<file path="src/pkg/ptu_defines.vh">
/*
  Constants of the pulse timer unit: register slots, field positions, codes and reset values.
  Assumes it is included by bare name by the timer design files only.
*/
`ifndef PTU_DEFINES_VH
`define PTU_DEFINES_VH
`define PTU_NCH         6
`define PTU_NPIN        16
`define PTU_ADR_CH      7:5
`define PTU_ADR_SLOT    4:2
`define PTU_SLOT_CTRL   3'h0
`define PTU_SLOT_MODE   3'h1
`define PTU_SLOT_PINFN  3'h2
`define PTU_SLOT_CNT    3'h3
`define PTU_SLOT_GR0    3'h4
`define PTU_COMMON_CH   3'h6
`define PTU_CMN_RUN     3'h0
`define PTU_CMN_SYNC    3'h1
`define PTU_CCLR        7:5
`define PTU_CCLR_TOP    7
`define PTU_CCLR_LOW    6:5
`define PTU_CKEG        4:3
`define PTU_CKEG_BOTH   1
`define PTU_CKEG_FALL   0
`define PTU_TPSC        2:0
`define PTU_CLR_A       3'h1
`define PTU_CLR_B       3'h2
`define PTU_CLR_C       3'h5
`define PTU_CLR_D       3'h6
`define PTU_CLR_SYNC    2'h3
`define PTU_PSC_DIV1    3'h0
`define PTU_PSC_DIV4    3'h1
`define PTU_PSC_DIV16   3'h2
`define PTU_PSC_DIV64   3'h3
`define PTU_PSC_EXTA    3'h4
`define PTU_PSC_EXTB    3'h5
`define PTU_PSC_EXTC    3'h6
`define PTU_PSC_LAST    3'h7
`define PTU_DIV4_BIT    1
`define PTU_DIV16_BIT   3
`define PTU_DIV64_BIT   5
`define PTU_EXT_A       0
`define PTU_EXT_B       1
`define PTU_EXT_C       2
`define PTU_EXT_D       3
`define PTU_CTRL_RST    8'h00
`define PTU_CTRL_NOCD   8'h7F
`define PTU_CTRL_ALL    8'hFF
`define PTU_CNT_RST     16'h0000
`define PTU_CNT_MAX     16'hFFFF
`define PTU_GR_RST      16'hFFFF
`define PTU_ONE16       16'h0001
`endif

</file>
<file path="src/hw/ptu_top.v">
/*
  Six-channel 16-bit pulse timer unit with counter control, general registers and pin logic.
  Assumes a classic Wishbone master on the system clock and asynchronous external pins.
*/
`timescale 1ns/1ns
`include "ptu_defines.vh"
module ptu_top (
  input  wire        SYS_CLK_I,
  input  wire        RST_N_I,
  input  wire        WB_CYC_I,
  input  wire        WB_STB_I,
  input  wire        WB_WE_I,
  input  wire [7:0]  WB_ADR_I,
  input  wire [3:0]  WB_SEL_I,
  input  wire [31:0] WB_DAT_I,
  output reg  [31:0] WB_DAT_O,
  output reg         WB_ACK_O,
  input  wire        EXT_CLK_IN_A_I,
  input  wire        EXT_CLK_IN_B_I,
  input  wire        EXT_CLK_IN_C_I,
  input  wire        EXT_CLK_IN_D_I,
  input  wire [15:0] CC_PIN_I,
  output wire [15:0] CC_PIN_O,
  output wire [15:0] CC_PIN_OE_O
);
  reg  [7:0]  counter_control [0:5];
  reg  [15:0] channel_counter [0:5];
  reg  [15:0] general_reg [0:15];
  reg  [5:0]  phase_en;
  reg  [15:0] pin_out_mode;
  reg  [15:0] pin_lvl;
  reg  [5:0]  run_ctl;
  reg  [5:0]  sync_ctl;
  reg  [5:0]  presc;
  reg  [5:0]  presc_d;
  reg  [5:0]  tick;
  reg  [5:0]  down;
  reg  [6:0]  ovf_chain;
  reg  [17:0] ev;
  reg  [5:0]  clr_own;
  reg  [5:0]  clr;
  reg  [31:0] rd_data;
  reg         any_sync;
  reg  [2:0]  src;
  reg  [1:0]  eg;
  reg  [3:0]  b;
  reg         qa;
  reg         qb;
  reg         ra;
  reg         fa;
  reg         rb;
  reg         fb;
  reg         up_q;
  reg         dn_q;
  wire [3:0]  ext_lvl;
  wire [3:0]  ext_rise;
  wire [3:0]  ext_fall;
  wire [15:0] pin_lvl_in;
  wire [15:0] pin_rise;
  wire [15:0] pin_fall_unused;
  wire [5:0]  p_rise;
  wire [5:0]  p_fall;
  wire        req;
  wire [2:0]  a_ch;
  wire [2:0]  a_slot;
  wire [1:0]  a_k;
  wire [3:0]  a_pin;
  wire        a_gr_ok;

  // First register index and pin of each channel; the pin vector follows the same order.
  function [3:0] pin_base;
    input integer ch;
    begin
      case (ch)
        0:       pin_base = 4'h0;
        1:       pin_base = 4'h4;
        2:       pin_base = 4'h6;
        3:       pin_base = 4'h8;
        4:       pin_base = 4'hC;
        default: pin_base = 4'hE;
      endcase
    end
  endfunction

  function has_cd;
    input integer ch;
    begin
      has_cd = (ch == 0) || (ch == 3);
    end
  endfunction

  function phase_ch;
    input integer ch;
    begin
      phase_ch = !has_cd(ch);
    end
  endfunction

  function edge_pick;
    input       rise;
    input       fall;
    input [1:0] sel;
    begin
      if (sel[`PTU_CKEG_BOTH])
        edge_pick = rise | fall;
      else if (sel[`PTU_CKEG_FALL])
        edge_pick = fall;
      else
        edge_pick = rise;
    end
  endfunction

  function [15:0] merge16;
    input [15:0] old;
    input [15:0] data;
    input [1:0]  sel;
    begin
      merge16 = {sel[1] ? data[15:8] : old[15:8], sel[0] ? data[7:0] : old[7:0]};
    end
  endfunction

  ptu_pin_sync #(
    .W(4)
  ) u_ext_sync (
    .clk_i   (SYS_CLK_I),
    .rst_n_i (RST_N_I),
    .pin_i   ({EXT_CLK_IN_D_I, EXT_CLK_IN_C_I, EXT_CLK_IN_B_I, EXT_CLK_IN_A_I}),
    .level_o (ext_lvl),
    .rise_o  (ext_rise),
    .fall_o  (ext_fall)
  );

  ptu_pin_sync #(
    .W(16)
  ) u_pin_sync (
    .clk_i   (SYS_CLK_I),
    .rst_n_i (RST_N_I),
    .pin_i   (CC_PIN_I),
    .level_o (pin_lvl_in),
    .rise_o  (pin_rise),
    .fall_o  (pin_fall_unused)
  );

  // A pin in output mode drives its compare level; otherwise it is a capture input.
  assign CC_PIN_O    = pin_lvl;
  assign CC_PIN_OE_O = pin_out_mode;

  assign p_rise  = presc & ~presc_d;
  assign p_fall  = ~presc & presc_d;
  assign req     = WB_CYC_I & WB_STB_I & ~WB_ACK_O;
  assign a_ch    = WB_ADR_I[`PTU_ADR_CH];
  assign a_slot  = WB_ADR_I[`PTU_ADR_SLOT];
  assign a_k     = a_slot[1:0];
  assign a_pin   = pin_base(a_ch) + {2'b00, a_k};
  assign a_gr_ok = (a_ch < `PTU_NCH) && a_slot[2] && (has_cd(a_ch) || !a_k[1]);

  // Count enables, compare/capture events and clearing, worked out channel by channel.
  always @* begin : chan_logic
    integer c;
    integer k;
    c            = 0;
    k            = 0;
    tick         = 6'h00;
    down         = 6'h00;
    ovf_chain    = 7'h00;
    ev           = 18'h00000;
    clr_own      = 6'h00;
    clr          = 6'h00;
    any_sync     = 1'b0;
    src          = 3'h0;
    eg           = 2'h0;
    b            = 4'h0;
    qa           = 1'b0;
    qb           = 1'b0;
    ra           = 1'b0;
    fa           = 1'b0;
    rb           = 1'b0;
    fb           = 1'b0;
    up_q         = 1'b0;
    dn_q         = 1'b0;
    for (c = 0; c < `PTU_NCH; c = c + 1) begin
      src = counter_control[c][`PTU_TPSC];
      eg  = counter_control[c][`PTU_CKEG];
      b   = pin_base(c);
      case (src)
        `PTU_PSC_DIV1:  tick[c] = 1'b1;
        `PTU_PSC_DIV4:  tick[c] = edge_pick(p_rise[`PTU_DIV4_BIT], p_fall[`PTU_DIV4_BIT], eg);
        `PTU_PSC_DIV16: tick[c] = edge_pick(p_rise[`PTU_DIV16_BIT], p_fall[`PTU_DIV16_BIT], eg);
        `PTU_PSC_DIV64: tick[c] = edge_pick(p_rise[`PTU_DIV64_BIT], p_fall[`PTU_DIV64_BIT], eg);
        `PTU_PSC_EXTA:  tick[c] = edge_pick(ext_rise[`PTU_EXT_A], ext_fall[`PTU_EXT_A], eg);
        `PTU_PSC_EXTB:  tick[c] = edge_pick(ext_rise[`PTU_EXT_B], ext_fall[`PTU_EXT_B], eg);
        `PTU_PSC_EXTC:  tick[c] = edge_pick(ext_rise[`PTU_EXT_C], ext_fall[`PTU_EXT_C], eg);
        default: begin
          if (phase_ch(c))
            tick[c] = ovf_chain[c];
          else
            tick[c] = edge_pick(ext_rise[`PTU_EXT_D], ext_fall[`PTU_EXT_D], eg);
        end
      endcase
      if (phase_ch(c) && phase_en[c]) begin
        // Channels 1 and 5 take the A/B pair, channels 2 and 4 the C/D pair.
        if (c == 1 || c == 5) begin
          qa = ext_lvl[`PTU_EXT_A];
          qb = ext_lvl[`PTU_EXT_B];
          ra = ext_rise[`PTU_EXT_A];
          fa = ext_fall[`PTU_EXT_A];
          rb = ext_rise[`PTU_EXT_B];
          fb = ext_fall[`PTU_EXT_B];
        end else begin
          qa = ext_lvl[`PTU_EXT_C];
          qb = ext_lvl[`PTU_EXT_D];
          ra = ext_rise[`PTU_EXT_C];
          fa = ext_fall[`PTU_EXT_C];
          rb = ext_rise[`PTU_EXT_D];
          fb = ext_fall[`PTU_EXT_D];
        end
        up_q    = (ra & ~qb) | (fa & qb) | (rb & qa) | (fb & ~qa);
        dn_q    = (ra & qb) | (fa & ~qb) | (rb & ~qa) | (fb & qa);
        tick[c] = up_q | dn_q;
        down[c] = dn_q;
      end
      tick[c] = tick[c] & run_ctl[c];
      for (k = 0; k < 4; k = k + 1) begin
        if (k < 2 || has_cd(c)) begin
          if (pin_out_mode[b + k])
            ev[b + k] = tick[c] && (channel_counter[c] == general_reg[b + k]);
          else
            ev[b + k] = run_ctl[c] & pin_rise[b + k];
        end
      end
      case (counter_control[c][`PTU_CCLR])
        `PTU_CLR_A: clr_own[c] = ev[b];
        `PTU_CLR_B: clr_own[c] = ev[b + 1];
        `PTU_CLR_C: clr_own[c] = has_cd(c) & ev[b + 2];
        `PTU_CLR_D: clr_own[c] = has_cd(c) & ev[b + 3];
        default:    clr_own[c] = 1'b0;
      endcase
      ovf_chain[c + 1] = tick[c] && !down[c] && (channel_counter[c] == `PTU_CNT_MAX);
    end
    any_sync = |(clr_own & sync_ctl);
    for (c = 0; c < `PTU_NCH; c = c + 1) begin
      clr[c] = clr_own[c] | (sync_ctl[c] & any_sync &
               (counter_control[c][`PTU_CCLR_LOW] == `PTU_CLR_SYNC));
    end
  end

  // Read multiplexer; unmapped addresses answer with zero.
  always @* begin
    rd_data = 32'h00000000;
    if (a_ch == `PTU_COMMON_CH) begin
      if (a_slot == `PTU_CMN_RUN)
        rd_data = {26'h0000000, run_ctl};
      else if (a_slot == `PTU_CMN_SYNC)
        rd_data = {26'h0000000, sync_ctl};
    end else if (a_ch < `PTU_NCH) begin
      case (a_slot)
        `PTU_SLOT_CTRL:  rd_data = {24'h000000, counter_control[a_ch]};
        `PTU_SLOT_MODE:  rd_data = {31'h00000000, phase_en[a_ch]};
        `PTU_SLOT_PINFN: begin
          rd_data[0] = pin_out_mode[pin_base(a_ch)];
          rd_data[1] = pin_out_mode[pin_base(a_ch) + 4'h1];
          rd_data[2] = has_cd(a_ch) & pin_out_mode[pin_base(a_ch) + 4'h2];
          rd_data[3] = has_cd(a_ch) & pin_out_mode[pin_base(a_ch) + 4'h3];
        end
        `PTU_SLOT_CNT:   rd_data = {16'h0000, channel_counter[a_ch]};
        default: begin
          if (a_gr_ok)
            rd_data = {16'h0000, general_reg[a_pin]};
        end
      endcase
    end
  end

  always @(posedge SYS_CLK_I) begin : reg_update
    integer c;
    integer k;
    if (!RST_N_I) begin
      WB_ACK_O     <= 1'b0;
      WB_DAT_O     <= 32'h00000000;
      presc        <= 6'h00;
      presc_d      <= 6'h00;
      phase_en     <= 6'h00;
      run_ctl      <= 6'h00;
      sync_ctl     <= 6'h00;
      pin_out_mode <= 16'h0000;
      pin_lvl      <= 16'h0000;
      for (c = 0; c < `PTU_NCH; c = c + 1) begin
        counter_control[c] <= `PTU_CTRL_RST;
        channel_counter[c] <= `PTU_CNT_RST;
      end
      for (k = 0; k < `PTU_NPIN; k = k + 1)
        general_reg[k] <= `PTU_GR_RST;
    end else begin
      WB_ACK_O <= req;
      WB_DAT_O <= req ? rd_data : 32'h00000000;
      presc    <= presc + 6'h01;
      presc_d  <= presc;
      for (c = 0; c < `PTU_NCH; c = c + 1) begin
        // A bus write to the counter wins over counting; stop the channel first.
        if (req && WB_WE_I && a_ch == c && a_slot == `PTU_SLOT_CNT)
          channel_counter[c] <= merge16(channel_counter[c], WB_DAT_I[15:0], WB_SEL_I[1:0]);
        else if (clr[c])
          channel_counter[c] <= `PTU_CNT_RST;
        else if (tick[c] && down[c])
          channel_counter[c] <= channel_counter[c] - `PTU_ONE16;
        else if (tick[c])
          channel_counter[c] <= channel_counter[c] + `PTU_ONE16;
        for (k = 0; k < 4; k = k + 1) begin
          if (k < 2 || has_cd(c)) begin
            if (req && WB_WE_I && a_gr_ok && a_pin == pin_base(c) + k)
              general_reg[pin_base(c) + k] <= merge16(general_reg[pin_base(c) + k],
                                                      WB_DAT_I[15:0], WB_SEL_I[1:0]);
            else if (ev[pin_base(c) + k] && !pin_out_mode[pin_base(c) + k])
              general_reg[pin_base(c) + k] <= channel_counter[c];
            if (ev[pin_base(c) + k] && pin_out_mode[pin_base(c) + k])
              pin_lvl[pin_base(c) + k] <= ~pin_lvl[pin_base(c) + k];
          end
        end
      end
      if (req && WB_WE_I && WB_SEL_I[0]) begin
        if (a_ch == `PTU_COMMON_CH) begin
          if (a_slot == `PTU_CMN_RUN)
            run_ctl <= WB_DAT_I[5:0];
          else if (a_slot == `PTU_CMN_SYNC)
            sync_ctl <= WB_DAT_I[5:0];
        end else if (a_ch < `PTU_NCH) begin
          case (a_slot)
            `PTU_SLOT_CTRL: begin
              // The control value is meant to change only while the counter is stopped.
              counter_control[a_ch] <= WB_DAT_I[7:0] &
                (has_cd(a_ch) ? `PTU_CTRL_ALL : `PTU_CTRL_NOCD);
            end
            `PTU_SLOT_MODE: phase_en[a_ch] <= WB_DAT_I[0] & phase_ch(a_ch);
            `PTU_SLOT_PINFN: begin
              pin_out_mode[pin_base(a_ch)]        <= WB_DAT_I[0];
              pin_out_mode[pin_base(a_ch) + 4'h1] <= WB_DAT_I[1];
              if (has_cd(a_ch)) begin
                pin_out_mode[pin_base(a_ch) + 4'h2] <= WB_DAT_I[2];
                pin_out_mode[pin_base(a_ch) + 4'h3] <= WB_DAT_I[3];
              end
            end
            default: begin
            end
          endcase
        end
      end
    end
  end
endmodule // ptu_top

</file>
<file path="src/hw/ptu_pin_sync.v">
/*
  Input conditioner for asynchronous pins: three flip-flop chain, accepted level and edge pulses.
  Assumes a single system clock; pins may change at any time.
*/
`timescale 1ns/1ns
module ptu_pin_sync #(
  parameter W = 1
) (
  input  wire         clk_i,
  input  wire         rst_n_i,
  input  wire [W-1:0] pin_i,
  output reg  [W-1:0] level_o,
  output reg  [W-1:0] rise_o,
  output reg  [W-1:0] fall_o
);
  reg [W-1:0] s1;
  reg [W-1:0] s2;
  reg [W-1:0] s3;
  wire [W-1:0] agree;

  // The first stage feeds only the second; a change is trusted once stages two and three agree.
  assign agree = ~(s2 ^ s3);

  always @(posedge clk_i) begin
    if (!rst_n_i) begin
      s1      <= {W{1'b0}};
      s2      <= {W{1'b0}};
      s3      <= {W{1'b0}};
      level_o <= {W{1'b0}};
      rise_o  <= {W{1'b0}};
      fall_o  <= {W{1'b0}};
    end else begin
      s1      <= pin_i;
      s2      <= s1;
      s3      <= s2;
      level_o <= (agree & s3) | (~agree & level_o);
      rise_o  <= agree & s3 & ~level_o;
      fall_o  <= agree & ~s3 & level_o;
    end
  end
endmodule // ptu_pin_sync

</file>
<file path="config.mk">
export PLATFORM = sky130hd
export DESIGN_NAME = ptu_top
export DESIGN_NICKNAME = d
export VERILOG_FILES = /design/src/hw/ptu_top.v /design/src/hw/ptu_pin_sync.v
export VERILOG_INCLUDE_DIRS = /design/src /design/src/pkg
export SDC_FILE = /design/constraint.sdc
export NUM_CORES = 2
export LEC_CHECK = 0
export BUFFER_PORTS_ARGS = -buffer_cell sky130_fd_sc_hd__clkbuf_2
export CAP_MARGIN = 15
export CORE_MARGIN = 2
export CORE_UTILIZATION = 50
export CTS_BUF_LIST = sky130_fd_sc_hd__clkbuf_4 sky130_fd_sc_hd__clkbuf_8 sky130_fd_sc_hd__clkbuf_16
export CTS_CLUSTER_DIAMETER = 100
export CTS_CLUSTER_SIZE = 40
export DETAILED_ROUTE_END_ITERATION = 10
export GPL_TIMING_DRIVEN = 0
export PLACE_DENSITY = 0.78
export REMOVE_ABC_BUFFERS = 1
export SETUP_SLACK_MARGIN = 0.02
export SLEW_MARGIN = 5
export SYNTH_ARGS = -nofsm -noshare
export SYNTH_HDL_FRONTEND = slang
export SYNTH_SLANG_ARGS = --single-unit
</file>
<file path="constraint.sdc">
create_clock -name SYS_CLK_I -period 15 [get_ports SYS_CLK_I]
set_input_delay 1.5 -clock SYS_CLK_I [delete_from_list [all_inputs] [get_ports SYS_CLK_I]]
set_output_delay 1.5 -clock SYS_CLK_I [all_outputs]
set_load 0.005 [all_outputs]
</file>
==> results.cfg <==
[status]
status = completed

[timing]
finalWorstSetupSlack_ns = 8.17
skew_ns = 0.0453
fin_crit_ns = 6.83
setup_violations = 0
fmax_mhz = 146
period_share_pct = 45.5
worstMarginPinSlew_ns = 1.34
timing_hold_violations_final = 0
fin_setup_tns_ns = 0
slew_headroom_pct = 10.9
grt_setup_unrepaired = false
maxSlewViolCount = 0

[setup_path]
cp.required_ns = 15.27
slowest_delay_ns = 1.00
arrival_ns = 7.10
path_class = in -> reg
cpLargestDelayFamily = simple AND/OR/NAND/NOR gates
r2r_setup_slack_ns = 9.17
endpoint_kind = flop
start_kind = primary input
slowest_stage = nor3_1
crit_buf_inv = 2
path_cells = clkbuf_4 -> buf_16 -> nand2b_1 -> nand3b_1 -> nand2_1 -> and3_1 -> nand4_1 -> nor3_1 -> nand4b_1 -> nand3_1
crit_path_max_fanout = 35

[global_routing]
top_usage_layer = met2
grt.total_usage_pct = 34.1
use_met2_pct = 51.1
grt_pass1_wl_um = 186000
gr-usage-met3_pct = 9.16
antenna_found_initial = 12
grt_max_degree = 93
gr-usage-met1_pct = 44.2
grt_overflow = 0
grt_pass1_vias = 27700

[yosys]
avgSynthCellArea_um2 = 10.5
synth_edf_count = 412
synth_ff_type = edfxtp_1
yosysUniqueCellTypes = 95
syn_inst = 3399
yosysSeqAreaShare_pct = 44.7
ys_ff_latch = 592
netlist_area_um2 = 35700
async_reset_ff_share_pct = 0
yosysTopAreaCell = edfxtp_1
yosysWarnings = 0
synth_top_area_share_pct = 34.6
synth_area_leaders = edfxtp_1, dfxtp_1, mux4_2

[layout]
fillers = 6269
drive_gt1_share_pct = 11.2
area_growth_pct = 5.64
post-route-util_pct = 53.1
largest_reg_flops = 256
layout.nets = 3382
seqCellArea_um2 = 16000
stdcell_count = 4247
multiInputGateArea_um2 = 18400

[worst_hold_path]
hold_class = reg -> reg

[placed_design]
gp_congestion = 1.04
io_buffer_count = 97
dpl_worst_slack_ns = 7.77
place_hpwl_um = 92400
dpl.cell_count = 4180

[floorplanning]
rows = 98
initial_core_util_pct = 50.3
die_w_um = 271
coreArea_um2 = 71100
dieArea_um2 = 73600
chipHeight_um = 271
ioPinCount = 134

[route]
drc = 0
ant_nets = 0
first_pass_iters = 7
wl_um = 129000
vias_per_cell = 6.91
drtIter0Drc = 4783
via_count = 29300
avgRoutedWirePerCell_um = 30.3

[cts]
insertion_delay_ns = 0.66
postCtsSetupBuffers = 0
cts_buffers = 27
clkSinkCount = 592
clockRootBuffer = clkbuf_16
cts_hold_buffers = 0
ctsResizeCount = 0
clkTransAtPathRegs_ns = 0.13
htree_levels = 1
cts_buffer_depth = 3
cts_tree = yes

[power]
cellLeakagePower_nw = 11.8
p_total_mw = 3.21
ir_drop_v = 0.0000706
p_per_area_nw_per_um2 = 84.9

[flow_run]
drv_cap = 0
-- layer usage --
| metal | up-vias | wire (um) |
|---|---|---|
| met5 | - | 52 |
| met4 | 8 | 9190 |
| met3 | 464 | 18100 |
| met2 | 2224 | 55400 |
| met1 | 14300 | 45900 |
| li1 | 12400 | - |
-- layout by cell type, fill, tap and decap left out, drive strengths merged, types with 32 or more instances in the layout --
cell type    n
nand3      112
nor2       244
clkbuf     133
o22a       257
inv         79
xor2       245
nand4       59
ha          43
or3         32
o21ai      133
xnor2      145
nor4        75
a21oi       85
nand2      295
dfxtp      180
and2        72
mux4       112
mux2i       73
nor3        54
a221oi      38
edfxtp     412
-- power breakdown --
group / switching, mW / internal, mW / total, mW
clock network: 0.628 / 0.383 / 1.01
registers: 0.0776 / 1.78 / 1.85
logic: 0.218 / 0.123 / 0.341
total: 0.923 / 2.28 / 3.21
-- metrics by stage --
stage / cell area [um2] / hold slack, ns
after global placement: 36200 / 0.398
after CTS: 37700 / 0.422
after detailed placement: 36600 / 0.402
after floorplan: 34500 / 0.389
after global routing: 37700 / 0.435
final: 37800 / 0.417
-- Yosys cell counts (all sizes together) (13+ instances only) --
cell	number
a211oi	13
a21oi	85
a221oi	38
a22oi	21
a31oi	17
and2	72
and3	27
buf	86
clkbuf	236
dfxtp	180
edfxtp	412
ha	43
inv	65
mux2	29
mux2i	73
mux4	112
nand2	295
nand2b	16
nand3	112
nand4	59
nor2	244
nor2b	21
nor3	54
nor4	75
o2111ai	15
o21ai	133
o22a	257
or3	32
or4	19
xnor2	145
xor2	245
-- logic make-up (layout without fill, tap and decap cells) --
group	count (synthesis)	after routing	share of synthesized area, %
simple gates	1087	1087	15.3
buf+inv	387	249	4.41
flops	592	592	44.7
other cells	1	37	0.0105
compound gates	685	685	14.5
mux	214	214	10.0
xor+xnor	390	390	9.56
fa+ha+maj	43	43	1.51
-- path summary, 6_finish.rpt --
path,start,cells after the start,endpoint
setup reg to reg,channel_counter[0][3],11,channel_counter[5][5]
setup / recovery,WB_ADR_I[5],10,general_reg[3][11]
hold / removal,flop,1,u_pin_sync.rise_o[11]
hold reg to reg,flop,1,u_pin_sync.rise_o[11]
-- cell type report --
cell class | instances | share of cell area, %
inverters | 65 | 0.653
clock inverters | 20 | 0.808
diodes | 6 | 0.0398
multi-input cells | 2450 | 48.7
clock buffers | 30 | 1.85
repair buffers | 134 | 2.47
well taps | 950 | 3.15
flip-flops and latches | 592 | 42.3
Note: power is estimated with default switching activity, not from simulation.
